==> config.mk <==
export PLATFORM = sky130hd
export DESIGN_NAME = ssi_slave_flat
export DESIGN_NICKNAME = d
export VERILOG_FILES = /design/src/ssi_if.sv /design/src/ssi_slave.sv /design/src/flat_wrapper.sv
export VERILOG_INCLUDE_DIRS = /design/src
export SDC_FILE = /design/constraint.sdc
export NUM_CORES = 1
export LEC_CHECK = 0
export BUFFER_PORTS_ARGS = -buffer_cell sky130_fd_sc_hd__buf_2
export CORE_ASPECT_RATIO = 0.8
export CORE_MARGIN = 2
export CORE_UTILIZATION = 46
export CTS_BUF_LIST = sky130_fd_sc_hd__clkbuf_16
export CTS_CLUSTER_DIAMETER = 200
export DETAILED_ROUTE_END_ITERATION = 10
export GPL_TIMING_DRIVEN = 0
export PLACE_DENSITY = 0.73
export SYNTH_ARGS = -nofsm -noshare
export SYNTH_HDL_FRONTEND = slang
export SYNTH_SLANG_ARGS = --single-unit
export TNS_END_PERCENT = 20
==> constraint.sdc <==
create_clock -name sys_clk -period 1.83 [get_ports sys_clk]
set_input_delay 0 -clock sys_clk [delete_from_list [all_inputs] [get_ports sys_clk]]
set_output_delay 0 -clock sys_clk [all_outputs]
set_load 0.03 [all_outputs]
==> src/ssi_defs.svh <==
// Constants for the four-wire serial slave interface and its master end
`ifndef SSI_DEFS_SVH
`define SSI_DEFS_SVH

// =====================================================================
// Timing
`define SSI_SYS_NS        100
`define SSI_SCK_HALF_NS   400
`define SSI_HALF_CYC      ((`SSI_SCK_HALF_NS) / (`SSI_SYS_NS))
`define SSI_BITS          8

// =====================================================================
// Device register offsets
`define SSI_A_CTRL        3'h0
`define SSI_A_DATA        3'h1
`define SSI_A_ISTS        3'h2
`define SSI_A_IEN         3'h3
`define SSI_A_ICLR        3'h4

// =====================================================================
// Device control register fields and reset value
`define SSI_B_CLK_SRC     7
`define SSI_B_MODE_HI     6
`define SSI_B_MODE_LO     5
`define SSI_B_BUS_EN      4
`define SSI_B_ORDER       3
`define SSI_B_SEL_EN      2
`define SSI_B_COLL        1
`define SSI_B_DONE        0
`define SSI_CTRL_RST      8'h60
`define SSI_MODE_SLAVE    2'h0

// =====================================================================
// Interrupt status fields (device; the master uses the done bit only)
`define SSI_I_DONE        0
`define SSI_I_COLL        1

// =====================================================================
// Master end register offsets and fields, and the slave synchroniser reset
`define SSI_MA_CTRL       3'h0
`define SSI_MA_TX         3'h1
`define SSI_MA_RX         3'h2
`define SSI_MA_STS        3'h3
`define SSI_MA_IEN        3'h4
`define SSI_MA_ICLR       3'h5
`define SSI_MB_MSB        0
`define SSI_MB_BUSY       1
`define SSI_SYNC_RST      3'h2

`endif

==> src/ssi_if.sv <==
// Four-wire serial link joining the master end and the slave device
`timescale 1ns/1ns
`default_nettype none

interface ssi_if;
	logic sck;
	logic ss_n;
	logic mosi;
	logic miso_o;
	logic miso_oe;
	wire  miso;

	// Released data line is pulled high
	assign miso = miso_oe ? miso_o : 1'b1;

	modport dev (
		input  sck,
		input  ss_n,
		input  mosi,
		output miso_o,
		output miso_oe
	);

	modport mst (
		output sck,
		output ss_n,
		output mosi,
		input  miso
	);
endinterface

`default_nettype wire

==> src/ssi_slave.sv <==
// Serial slave device: control, data, interrupt and shift logic
`timescale 1ns/1ns
`default_nettype none
`include "ssi_defs.svh"

// Contract
// - Software writes mode code 00 for slave
// - Clock source select ignored in slave mode
// - Bit order bit picks MSB or LSB first
// - Software sets select, order, then enable
// - Written byte shifts out only when selected
// - Received byte copied to data when complete
// - Done flag and interrupt after each byte
// - Data write during transfer discarded, collision flagged
// - Collision flag set by hardware, cleared by software
// - Software rechecks collision and rewrites byte
// - Option enables or disables collision detection
// - Option lets select enable bit matter
// - Option fixes active clock edge
// - Transfers keep running in power-down
// - Control resets to mode bits one
// - Select enable low disables the interface
// - Bus enable low floats pins, high idles output
// - Non-zero mode codes mean master, not slave
module ssi_slave #(
	parameter bit COLL_OPT    = 1'b1,
	parameter bit SEL_EN_OPT  = 1'b1,
	parameter bit SAMPLE_RISE = 1'b1
) (
	input  wire logic       sys_clk,
	input  wire logic       arst_n,
	input  wire logic [2:0] addr,
	input  wire logic [7:0] wdata,
	input  wire logic       wr_stb,
	input  wire logic       rd_stb,
	output logic      [7:0] rdata,
	output logic            irq,
	ssi_if.dev              link
);

	// =================================================================
	// Declarations
	logic [2:0] s1_q;
	logic [2:0] s2_q;
	logic       sck_p_q;
	logic [7:0] ctrl_q;
	logic [7:0] ctrl_d;
	logic [7:0] sh_q;
	logic [7:0] rx_q;
	logic [2:0] cnt_q;
	logic [1:0] ists_q;
	logic [1:0] ists_d;
	logic [1:0] ien_q;
	logic       irq_q;
	logic [7:0] rdata_q;
	logic       miso_q;
	logic       miso_oe_q;

	// =================================================================
	// Pin synchronisers: sck, select, data in; only stage two is read
	always_ff @(posedge sys_clk or negedge arst_n) begin
		if (!arst_n) begin
			s1_q <= `SSI_SYNC_RST;
			s2_q <= `SSI_SYNC_RST;
		end else begin
			s1_q <= {link.sck, link.ss_n, link.mosi};
			s2_q <= s1_q;
		end
	end

	// Previous synchronised clock level for edge finding
	always_ff @(posedge sys_clk or negedge arst_n) begin
		if (!arst_n) begin
			sck_p_q <= 1'b0;
		end else begin
			sck_p_q <= s2_q[2];
		end
	end

	// =================================================================
	// Mode decode and link qualification
	wire sck_s      = s2_q[2];
	wire ss_act     = ~s2_q[1];
	wire mosi_s     = s2_q[0];
	// Clock source bit is never looked at; the master times all shifts
	wire [1:0] mode = {ctrl_q[`SSI_B_MODE_HI], ctrl_q[`SSI_B_MODE_LO]};
	wire slave_mode = (mode == `SSI_MODE_SLAVE);
	// With the option off the enable bit is bypassed, not obeyed
	wire sel_gate   = SEL_EN_OPT ? ctrl_q[`SSI_B_SEL_EN] : 1'b1;
	wire enabled    = ctrl_q[`SSI_B_BUS_EN] & slave_mode & sel_gate;
	wire busy       = enabled & ss_act;

	// =================================================================
	// Edge selection and shifting; power-down gates none of this
	wire rise       = sck_s & ~sck_p_q;
	wire fall       = ~sck_s & sck_p_q;
	wire sample     = busy & (SAMPLE_RISE ? rise : fall);
	wire msb_first  = ctrl_q[`SSI_B_ORDER];
	wire [7:0] shifted = msb_first ? {sh_q[6:0], mosi_s}
	                               : {mosi_s, sh_q[7:1]};
	wire out_bit    = msb_first ? sh_q[7] : sh_q[0];
	wire last       = sample & (cnt_q == 3'(`SSI_BITS - 1));

	// =================================================================
	// Register port decode
	wire wr_ctrl    = wr_stb & (addr == `SSI_A_CTRL);
	wire wr_data    = wr_stb & (addr == `SSI_A_DATA);
	wire wr_ien     = wr_stb & (addr == `SSI_A_IEN);
	wire wr_iclr    = wr_stb & (addr == `SSI_A_ICLR);
	wire collide    = wr_data & busy;
	wire load       = wr_data & ~busy;
	// With detection off a clash still drops the write but flags nothing
	wire coll_set   = collide & COLL_OPT;

	// Flags: hardware set beats a software clear in the same cycle
	wire coll_keep  = wr_ctrl ? (ctrl_q[`SSI_B_COLL] & wdata[`SSI_B_COLL])
	                          : ctrl_q[`SSI_B_COLL];
	wire done_keep  = wr_ctrl ? (ctrl_q[`SSI_B_DONE] & wdata[`SSI_B_DONE])
	                          : ctrl_q[`SSI_B_DONE];
	wire coll_d     = coll_set | coll_keep;
	wire done_d     = last | done_keep;
	wire [5:0] cfg_d = wr_ctrl ? wdata[7:2] : ctrl_q[7:2];
	assign ctrl_d   = {cfg_d, coll_d, done_d};

	// Interrupt status: sticky, cleared by writing ones, set wins
	wire [1:0] iclr = wr_iclr ? wdata[1:0] : 2'h0;
	wire [1:0] iset = {coll_set, last};
	assign ists_d   = (ists_q & ~iclr) | iset;

	// Read selection
	wire [7:0] rd_mux =
		(addr == `SSI_A_CTRL) ? ctrl_q :
		(addr == `SSI_A_DATA) ? rx_q :
		(addr == `SSI_A_ISTS) ? {6'h00, ists_q} :
		(addr == `SSI_A_IEN)  ? {6'h00, ien_q} : 8'h00;

	// =================================================================
	// Control register; mode bits come up as one
	always_ff @(posedge sys_clk or negedge arst_n) begin
		if (!arst_n) begin
			ctrl_q <= `SSI_CTRL_RST;
		end else begin
			ctrl_q <= ctrl_d;
		end
	end

	// Shift buffer: software loads it only while idle
	always_ff @(posedge sys_clk or negedge arst_n) begin
		if (!arst_n) begin
			sh_q <= 8'h00;
		end else if (sample) begin
			sh_q <= shifted;
		end else if (load) begin
			sh_q <= wdata;
		end
	end

	// Bit counter restarts whenever the select drops away
	always_ff @(posedge sys_clk or negedge arst_n) begin
		if (!arst_n) begin
			cnt_q <= 3'h0;
		end else if (!busy) begin
			cnt_q <= 3'h0;
		end else if (sample) begin
			cnt_q <= cnt_q + 3'h1;
		end
	end

	// Readable data updates only once the whole byte is in
	always_ff @(posedge sys_clk or negedge arst_n) begin
		if (!arst_n) begin
			rx_q <= 8'h00;
		end else if (last) begin
			rx_q <= shifted;
		end
	end

	// =================================================================
	// Interrupt status, enable and output
	always_ff @(posedge sys_clk or negedge arst_n) begin
		if (!arst_n) begin
			ists_q <= 2'h0;
			ien_q  <= 2'h0;
			irq_q  <= 1'b0;
		end else begin
			ists_q <= ists_d;
			ien_q  <= wr_ien ? wdata[1:0] : ien_q;
			irq_q  <= |(ists_q & ien_q);
		end
	end

	// =================================================================
	// Read data stands one cycle after the strobe, zero otherwise
	always_ff @(posedge sys_clk or negedge arst_n) begin
		if (!arst_n) begin
			rdata_q <= 8'h00;
		end else begin
			rdata_q <= rd_stb ? rd_mux : 8'h00;
		end
	end

	// Data out: idles high while enabled, released otherwise
	always_ff @(posedge sys_clk or negedge arst_n) begin
		if (!arst_n) begin
			miso_q    <= 1'b1;
			miso_oe_q <= 1'b0;
		end else begin
			miso_q    <= busy ? out_bit : 1'b1;
			miso_oe_q <= enabled;
		end
	end

	// =================================================================
	// Outputs
	assign rdata       = rdata_q;
	assign irq         = irq_q;
	assign link.miso_o  = miso_q;
	assign link.miso_oe = miso_oe_q;

endmodule

`default_nettype wire

==> src/flat_wrapper.sv <==
// flat-port wrapper written by rule: the top's interface ports become plain ports
module ssi_slave_flat 
#(
	parameter bit COLL_OPT    = 1'b1,
	parameter bit SEL_EN_OPT  = 1'b1,
	parameter bit SAMPLE_RISE = 1'b1
)
  (sys_clk, arst_n, addr, wdata, wr_stb, rd_stb, rdata, irq, link_sck, link_ss_n, link_mosi, link_miso_o, link_miso_oe);
  ssi_if link_i ();
  input  wire logic sys_clk;
  input  wire logic arst_n;
  input  wire logic [2:0] addr;
  input  wire logic [7:0] wdata;
  input  wire logic wr_stb;
  input  wire logic rd_stb;
  output logic      [7:0] rdata;
  output logic irq;
  input wire logic [$bits(link_i.sck)-1:0] link_sck;
  input wire logic [$bits(link_i.ss_n)-1:0] link_ss_n;
  input wire logic [$bits(link_i.mosi)-1:0] link_mosi;
  output wire logic [$bits(link_i.miso_o)-1:0] link_miso_o;
  output wire logic [$bits(link_i.miso_oe)-1:0] link_miso_oe;
  assign link_i.sck = link_sck;
  assign link_i.ss_n = link_ss_n;
  assign link_i.mosi = link_mosi;
  assign link_miso_o = link_i.miso_o;
  assign link_miso_oe = link_i.miso_oe;
  ssi_slave #(.COLL_OPT(COLL_OPT), .SEL_EN_OPT(SEL_EN_OPT), .SAMPLE_RISE(SAMPLE_RISE)) u_core (.sys_clk(sys_clk), .arst_n(arst_n), .addr(addr), .wdata(wdata), .wr_stb(wr_stb), .rd_stb(rd_stb), .rdata(rdata), .irq(irq), .link(link_i));
endmodule
==> flow_summary.toml, run 1 <==
[outcome]
status = "finished, final reports clean"

[grt]
grtUsageMet2 = 0.273
grt_usage = 0.185
globalRouteOverflowTotal = 0
grt_pass1_wl_um = 6910
grt_pass1_vias = 1453
grt_max_degree = 50
busiest_layer = "met2"
use_met1 = 0.261
met3_usage = 0.0444
antenna_found_initial = 0

[sta]
post-route-min-period_ns = 1.74
finalCritPeriodShare = 0.951
grt_setup_unrepaired = "no"
holdWs_ns = 0.0138
slew-limit-headroom = 0.301
worst_pin_slew_ns = 1.05
setup_viol_count_final = 0
fin_setup_tns_ns = 0
slew_violations = 0
finalHoldViolations = 0
finClkSkew_ns = 0.00617
clock.fmax_mhz = 574
setup_slack_ns = 0.0893

[cts]
htree_levels = 2
cts_root_buf = "clkbuf_16"
cts_buffers = 5
cts_tree = "yes"
clkLatencyLatePin_ns = 0.29
clockBufferDepth = 2
post_cts_buffers = 0
clk_pin_slew_ns = 0.07
clock_sinks = 49

[logic_synthesis]
yosysUniqueCellTypes = 28
synth.yosys.warnings = 0
synth_area_per_cell_um2 = 11.4
yosysSeqAreaShare = 0.605
synth_area_leader_cell = "dfrtp_1"
netlist_area_um2 = 2040
synth_area_leaders = "dfrtp_1 (54%), mux2i_1 (9.3%), nand2_1 (7.9%), dfstp_2 (6.5%), o221a_2 (4.4%)"
syn_inst = 179
ys_seq_elements = 49
synth_nets = 199
synth_top_area_frac = 0.541

[place]
gp_congestion = 0.831
port_buffers = 27
pre_cts_ws_ns = -0.00120
place_area_um2 = 2240
place_hpwl_um = 2800

[power]
ir_drop_mv = 0.530
powerDensity_nw_per_um2 = 1010
p_leak_nw = 1.22

[critical_path]
worst_setup_path_start_kind = "flop"
r2r_cells = 6
critPathKind = "reg -> reg"
path_max_fanout = 10
worst_r2r_endpoint = "u_core.rx_q[5]"
cp.required_ns = 2.00
r2r_setup_slack_ns = 0.09
r2r_start = "u_core.ctrl_q[5]"
critPathCaptureType = "flop"
cp.arrival_ns = 1.91

[route]
drt-pass1-iter-count = 4
drt-initial-drc-count = 112
wl_per_cell_um = 14.4
drc = 0
route.vias.total = 1478
antenna_left = 0
drt-total-wl_um = 4120
viasPerCell = 5.19

[hold_path]
hp-class = "in -> reg"
min_delay_path_depth = 2
whs_endpoint = "u_core.rdata[1]"
min-delay-start = "addr[1]"

[die]
initial_core_util = 0.481
die_height_um = 63.5
placement_rows = 21
die_x_um = 78.4
core-area_um2 = 4230
die-area_um2 = 4980
io_pins = 29

[layout]
drive_gt1_frac = 0.254
area_delta_synth_final_pct = 24.6
nNetsFinal = 247
diodes = 0
design_area_um2 = 2540
final_cell_mix = "dfrtp_1 (44), nand2_1 (43), buf_2 (30)"
layout_commonest_cell = "dfrtp_1"
nFillCells = 365

[run]
maxCapViolations = 0
[through the flow]
step,utilization,total power (W),instances
after CTS,0.599,0.00256,285
after global placement,0.530,0.00164,263
after detailed placement,0.530,0.00165,263
after global routing,0.600,0.00267,285
after floorplan,-,0.00152,179
final,0.600,0.00255,285
[how the worst max path moves through the flow]
stage	start	cells after the start	slack [ns]	end
4_1_cts	u_core.ctrl_q[5]	6	0.02	u_core.rx_q[5]
3_3_place_gp	u_core.ctrl_q[5]	4	0.003	u_core.sh_q[7]
3_5_place_dp	u_core.ctrl_q[5]	4	-0.001	u_core.sh_q[7]
5_1_grt	u_core.ctrl_q[5]	6	0.03	u_core.rx_q[1]
6_report	u_core.ctrl_q[5]	6	0.09	u_core.rx_q[5]
2_1_floorplan	u_core.s2_q[1]	6	0.28	u_core.rx_q[0]
[critical path, stage by stage, from the launching register on]
cell,delay (ns)
dfstp_2,0.38
nand4bb_2,0.36
or3_1,0.42
buf_2,0.19
buf_6,0.16
nand2_1,0.06
o21ai_1,0.06
[cells in the mapped netlist]
| cell | number |
|---|---|
| o21ai_0 | 2 |
| o21ai_1 | 8 |
| dfrtp_1 | 44 |
| nand2_1 | 43 |
| mux2_2 | 2 |
| a211oi_1 | 4 |
| and2_1 | 1 |
| mux2i_1 | 19 |
| nor2b_1 | 1 |
| or3_1 | 1 |
| clkbuf_1 | 3 |
| nor2_1 | 16 |
| nand4_1 | 2 |
| ha_1 | 2 |
| buf_6 | 1 |
| xor2_1 | 1 |
| nand3_1 | 1 |
| or2_2 | 1 |
| o21ai_2 | 2 |
| or3b_1 | 1 |
| dfstp_2 | 5 |
| nand2b_1 | 3 |
| a22o_1 | 1 |
| nand4bb_1 | 1 |
| o221a_2 | 8 |
| inv_1 | 2 |
| and4bb_2 | 1 |
| buf_2 | 3 |
[sequential cells by signal, indices dropped and copies added, names as in the netlist]
register	count
u_core.rdata	8
u_core.s1_q	3
u_core.sck_p_q	1
u_core.sh_q	8
u_core.rx_q	8
u_core.ctrl_q	8
u_core.ists_q	2
u_core.link.miso_o	1
u_core.ien_q	2
u_core.link.miso_oe	1
u_core.cnt_q	3
u_core.s2_q	3
u_core.irq	1
[routing by layer]
metal,part of all wire,vias to the layer above
met5,0,-
met4,0.017,0
met3,0.054,8
met2,0.45,47
met1,0.48,710
li1,-,713
[where the power goes]
part	switching [W]	total, W	internal [W]
clock	0.000384	0.000885	0.000501
combinational	0.000203	0.000377	0.000175
sequential	0.0000863	0.00129	0.00120
[logic make-up after synthesis]
logic type	Yosys count	share of synthesized area
flops	49	0.605
compound gates	25	0.0965
simple gates	72	0.155
xor+xnor	1	0.00430
buf+inv	9	0.0221
mux	21	0.104
fa+ha+maj	2	0.0123
[cell type report]
type	count	area, um^2	share of cell area
clock inverter	3	17.5	0.00690
sequential	49	1230	0.486
multi-input combinational	121	771	0.304
timing repair buffer	41	275	0.108
inverter	2	7.51	0.00296
clock buffer	5	125	0.0493
buffer	7	37.5	0.0148
tap	57	71.3	0.0281
[what timing repair did]
action,CTS,global route
endpoints found under the setup margin,8,14
resized for setup,1,1
hold buffers,14,0
endpoints found under the hold margin,56,0
pin swaps,0,0
No activity file was read; power rests on OpenSTA's default activity.
==> inputs of run 2 (changes only) <==
--- a/config.mk
+++ b/config.mk
@@ -8,7 +8,7 @@
 export LEC_CHECK = 0
 export BUFFER_PORTS_ARGS = -buffer_cell sky130_fd_sc_hd__buf_2
 export CORE_ASPECT_RATIO = 0.8
-export CORE_MARGIN = 2
+export CORE_MARGIN = 4
 export CORE_UTILIZATION = 46
 export CTS_BUF_LIST = sky130_fd_sc_hd__clkbuf_16
 export CTS_CLUSTER_DIAMETER = 200
==> flow_summary.toml, run 2 (synthesis gave the netlist of run 1 again) <==
[critical_path]
cp_num_buf_inv = 2
cp.required_ns = 2.00
endpoint = "u_core.rx_q[6]"
slowest_stage = "dfstp_2"
cp-startpoint = "u_core.s2_q[1]"
r2r_cells = 6
worstPathCellList = "or3b_1, or3_1, buf_2, buf_6, nand2_1, o21ai_1"
critical_path.top_delay_family = "simple AND/OR/NAND/NOR gates"
cp.arrival_ns = 1.87
r2r_setup_slack_ns = 0.12
critPathCaptureType = "flop"
worst_r2r_endpoint = "u_core.rx_q[6]"
r2r_start = "u_core.s2_q[1]"
cp.depth = 6
worst_setup_path_start_kind = "flop"
path_max_fanout = 10
critPathKind = "reg -> reg"
cpPeakStageDelay_ns = 0.40

[sta]
grt_setup_unrepaired = "no"
finalCritPeriodShare = 0.933
slew_violations = 0
fin_setup_tns_ns = 0
post-route-min-period_ns = 1.71
finClkSkew_ns = 0.00379
setup_viol_count_final = 0
finalHoldViolations = 0
clock.fmax_mhz = 585
slew-limit-headroom = 0.317
worst_pin_slew_ns = 1.02

[place]
port_buffers = 27
gp_congestion = 0.766
place_hpwl_um = 2840

[power]
powerDensity_nw_per_um2 = 1040
p_int_w = 0.00202
total_power_w = 0.00269
sw_frac_of_total = 0.249
pwr-share-comb = 0.143
switching_power_w = 0.000669
clkPwrFrac = 0.377
p_leak_nw = 1.24
ir_drop_mv = 0.852
p_seq_frac = 0.480

[cts]
htree_levels = 2
clock_sinks = 49
clk_pin_slew_ns = 0.06
cts_buffers = 5
cts_tree = "yes"
cts_root_buf = "clkbuf_16"
clockBufferDepth = 2
clkLatencyLatePin_ns = 0.29

[die]
io_pins = 29
core-area_um2 = 4230
initial_core_util = 0.481
die-area_um2 = 5560
die_x_um = 82.4
die_height_um = 67.5
placement_rows = 21

[grt]
globalRouteOverflowTotal = 0
grt_usage = 0.173
antenna_found_initial = 0
grt_pass1_wl_um = 7040
grt_pass1_vias = 1441
grt_max_degree = 50

[layout]
diodes = 0
nNetsFinal = 248
nFillCells = 335
area_delta_synth_final_pct = 26.7
final_cell_mix = "dfrtp_1 (44), nand2_1 (43), buf_2 (30)"
drive_gt1_frac = 0.253
layout_commonest_cell = "dfrtp_1"

[route]
drt-initial-drc-count = 88
drt-total-wl_um = 4180
viasPerCell = 5.17
wl_per_cell_um = 14.6
antenna_left = 0
drc = 0
route.vias.total = 1478
drt-pass1-iter-count = 4

[hold_path]
hp-class = "in -> reg"

[outcome]
status = "finished, final reports clean"

[run]
maxCapViolations = 0
==> run 2: changes by cell type in the layout (fill, tap and decap cells not counted), sizes merged <==
| cell | delta |
|---|---|
| clkinv | -2 |
| bufinv | +1 |
| dlygate4sd3 | +1 |
| inv | +1 |
==> run 2: power by group through the flow <==
| stage | Clock, W | Sequential (W) | Combinational [W] |
|---|---|---|---|
| CTS | 0.00103 | 0.00129 | 0.000380 |
| global route | 0.00108 | 0.00130 | 0.000423 |
| detailed placement | 0 | 0.00130 | 0.000350 |
| finish | 0.00101 | 0.00129 | 0.000385 |
| global placement | 0 | 0.00130 | 0.000346 |
| floorplan | 0 | 0.00130 | 0.000220 |
==> run 2: cell type report <==
cell class / instances / area, um^2 / area share
clock buffers: 5 / 125 / 0.0485
plain buffers: 7 / 37.5 / 0.0145
repair buffers: 42 / 285 / 0.111
clock inverters: 3 / 38.8 / 0.0150
flip-flops and latches: 49 / 1230 / 0.478
inverters: 2 / 7.51 / 0.00291
well taps: 57 / 71.3 / 0.0276
multi-input cells: 121 / 782 / 0.303
==> run 2: worst reg2reg max path, stage by stage (launching register included) <==
cell and delay [ns]:
dfstp_2 0.40, or3b_1 0.39, or3_1 0.32, buf_2 0.19, buf_6 0.16, nand2_1 0.07, o21ai_1 0.06
==> run 2: per-stage QoR <==
| step | utilization | std cells | instance area (um^2) | worst slack, ns | hold slack (ns) |
|---|---|---|---|---|---|
| after floorplan | - | 179 | 2040 | 0.285 | -0.296 |
| after global placement | 0.530 | 263 | 2240 | 0.00427 | 0.107 |
| after detailed placement | 0.530 | 263 | 2240 | 0.0196 | 0.109 |
| after CTS | 0.607 | 286 | 2570 | 0.0656 | 0.0447 |
| after global routing | 0.610 | 286 | 2580 | 0.0156 | 0.0780 |
| final | 0.610 | 286 | 2580 | 0.122 | 0.0484 |
==> run 2: repair_timing <==
item	CTS	global route
hold endpoints to repair	57	0
setup buffers	0	0
hold buffers	15	0
resized for setup	2	1
endpoints found under the setup margin	3	1
==> run 2: how the worst min path moves through the flow <==
stage,cells past startpoint,end,start,slack (ns)
after floorplan,0,u_core.cnt_q[0],arst_n,-0.30
after global routing,4,u_core.ists_q[0],wr_stb,0.08
final,4,u_core.ists_q[1],wr_stb,0.05
after detailed placement,1,u_core.s1_q[1],link_ss_n,0.11
after global placement,1,u_core.s1_q[1],link_ss_n,0.11
after CTS,4,u_core.ists_q[0],wr_stb,0.04
==> run 2: layer usage <==
layer / global-route usage / part of all wire / vias to the layer above / routed length (um)
met3: 0.0480 / 0.043 / 7 / 180
met4: 0.0622 / 0.014 / 0 / 58
met1: 0.246 / 0.49 / 716 / 2030
met5: 0 / 0 / - / 0
met2: 0.253 / 0.46 / 35 / 1900
li1: - / - / 720 / -
==> inputs of run 3 (changes only) <==
--- a/config.mk
+++ b/config.mk
@@ -6,9 +6,9 @@
 export SDC_FILE = /design/constraint.sdc
 export NUM_CORES = 1
 export LEC_CHECK = 0
+export ABC_CLOCK_PERIOD_IN_PS = 1830
 export BUFFER_PORTS_ARGS = -buffer_cell sky130_fd_sc_hd__buf_2
 export CORE_ASPECT_RATIO = 0.8
-export CORE_MARGIN = 4
 export CORE_UTILIZATION = 46
 export CTS_BUF_LIST = sky130_fd_sc_hd__clkbuf_16
 export CTS_CLUSTER_DIAMETER = 200
==> flow_summary.toml, run 3 (synthesis gave the netlist of run 1 again) <==
[outcome]
status = "finished, final reports clean"

[grt]
grt_usage = 0.177
grt_pass1_vias = 1350
grt_pass1_wl_um = 6270
globalRouteOverflowTotal = 0
grt_max_degree = 50
antenna_found_initial = 0

[power]
switching_power_w = 0.000661
powerDensity_nw_per_um2 = 1100
clkPwrFrac = 0.414
sw_frac_of_total = 0.234
p_int_w = 0.00216
pwr-share-comb = 0.132
p_seq_frac = 0.455
p_leak_nw = 1.24
ir_drop_mv = 0.871

[cts]
cts_tree = "yes"
cts_root_buf = "clkbuf_16"
htree_levels = 2
clock_sinks = 49
clockBufferDepth = 2
post_cts_buffers = 0
cts_buffers = 5
clk_pin_slew_ns = 0.07
clkLatencyLatePin_ns = 0.28

[critical_path]
cpPeakStageDelay_ns = 0.41
critPathKind = "reg -> reg"
critical_path.top_delay_family = "simple AND/OR/NAND/NOR gates"
cp.required_ns = 2.00
worstPathCellList = "nand4bb_2, or3_1, buf_2, buf_6, nand2_1, o21ai_1"
critPathCaptureType = "flop"
path_max_fanout = 10
cp_num_buf_inv = 2
slowest_stage = "or3_1"
cp.arrival_ns = 1.88
worst_setup_path_start_kind = "flop"

[sta]
post-route-min-period_ns = 1.71
fin_setup_tns_ns = 0
setup_viol_count_final = 0
slew-limit-headroom = 0.318
grt_setup_unrepaired = "no"
finalCritPeriodShare = 0.936
setup_slack_ns = 0.118
worst_pin_slew_ns = 1.02
finalHoldViolations = 0
finClkSkew_ns = 0.00692
clock.fmax_mhz = 584
slew_violations = 0

[place]
gp_congestion = 0.828
place_hpwl_um = 2660
place_area_um2 = 2240
port_buffers = 27
pre_cts_ws_ns = 0.0679
place_inst = 263

[die]
placement_rows = 21
die_x_um = 76.4
io_pins = 29
core-area_um2 = 4200
die-area_um2 = 4700
initial_core_util = 0.484
die_height_um = 61.5

[route]
viasPerCell = 5.12
drt-pass1-iter-count = 4
wl_per_cell_um = 13.1
drt-initial-drc-count = 119
antenna_left = 0
drc = 0
drt-total-wl_um = 3700
route.vias.total = 1450

[layout]
final_cell_mix = "dfrtp_1 (44), nand2_1 (43), buf_2 (30)"
drive_gt1_frac = 0.261
design_area_um2 = 2570
nNetsFinal = 245
final_cells = 283
area_delta_synth_final_pct = 26.2
diodes = 0
layout_commonest_cell = "dfrtp_1"
postLayoutCoreUtil = 0.611

[hold_path]
hp-class = "in -> reg"

[run]
maxCapViolations = 0
run 3: cell types whose count changed in the layout (fill, tap and decap cells not counted), sizes merged:
cell,change
dlygate4sd3,-3
bufinv,+1
clkinv,-1
run 3: through the flow:
stage	hold WS [ns]	power, W
2_1_floorplan	-0.296	0.00152
5_1_grt	0.0272	0.00294
3_5_place_dp	0.107	0.00165
6_report	0.00394	0.00282
3_3_place_gp	0.105	0.00164
4_1_cts	0.00401	0.00283
run 3: area by class of cell:
type	instances	area [um^2]
Inverter	2	7.51
Timing Repair Buffer	39	255
Clock inverter	3	68.8
Multi-Input combinational cell	121	771
Buffer	7	37.5
Fill cell	311	1640
Tap cell	57	71.3
Sequential cell	49	1230
Clock buffer	5	125
run 3: worst paths after layout:
| path | start | to | slack, ns | cells after the start |
|---|---|---|---|---|
| hold / removal | addr[1] | u_core.rdata[0] | 0.004 | 2 |
| max in group asynchronous | arst_n | u_core.sh_q[3] | 0.77 | 2 |
| hold reg to reg | u_core.s1_q[0] | u_core.s2_q[0] | 0.35 | 0 |
| setup / recovery | u_core.ctrl_q[5] | u_core.rx_q[3] | 0.12 | 6 |
| setup reg to reg | u_core.ctrl_q[5] | u_core.rx_q[3] | 0.12 | 6 |
| min in group asynchronous | arst_n | u_core.irq | 0.43 | 2 |
run 3: power by group through the flow:
stage	sequential [W]	combinational, W	clock, W
after floorplan	0.00130	0.000220	0
after global placement	0.00130	0.000345	0
after detailed placement	0.00130	0.000349	0
after CTS	0.00128	0.000369	0.00118
after global routing	0.00129	0.000408	0.00124
final	0.00128	0.000371	0.00117
run 3: what timing repair did:
action / in CTS / in global routing
setup endpoints to repair: 0 / 8
hold buffers: 12 / 0
endpoints found under the hold margin: 54 / 0
gates resized for setup: 0 / 2
run 3: worst register-to-register path: stages (launching register included):
cell and delay, ns:
dfstp_2 0.38, nand4bb_2 0.35, or3_1 0.41, buf_2 0.19
buf_6 0.16, nand2_1 0.07, o21ai_1 0.05
run 3: routing by layer:
layer / vias up / wire, um / track usage
met5: - / 0 / 0
met4: 0 / 39 / 0.0577
met3: 5 / 169 / 0.0459
met2: 36 / 1650 / 0.286
met1: 701 / 1840 / 0.238
li1: 708 / - / -
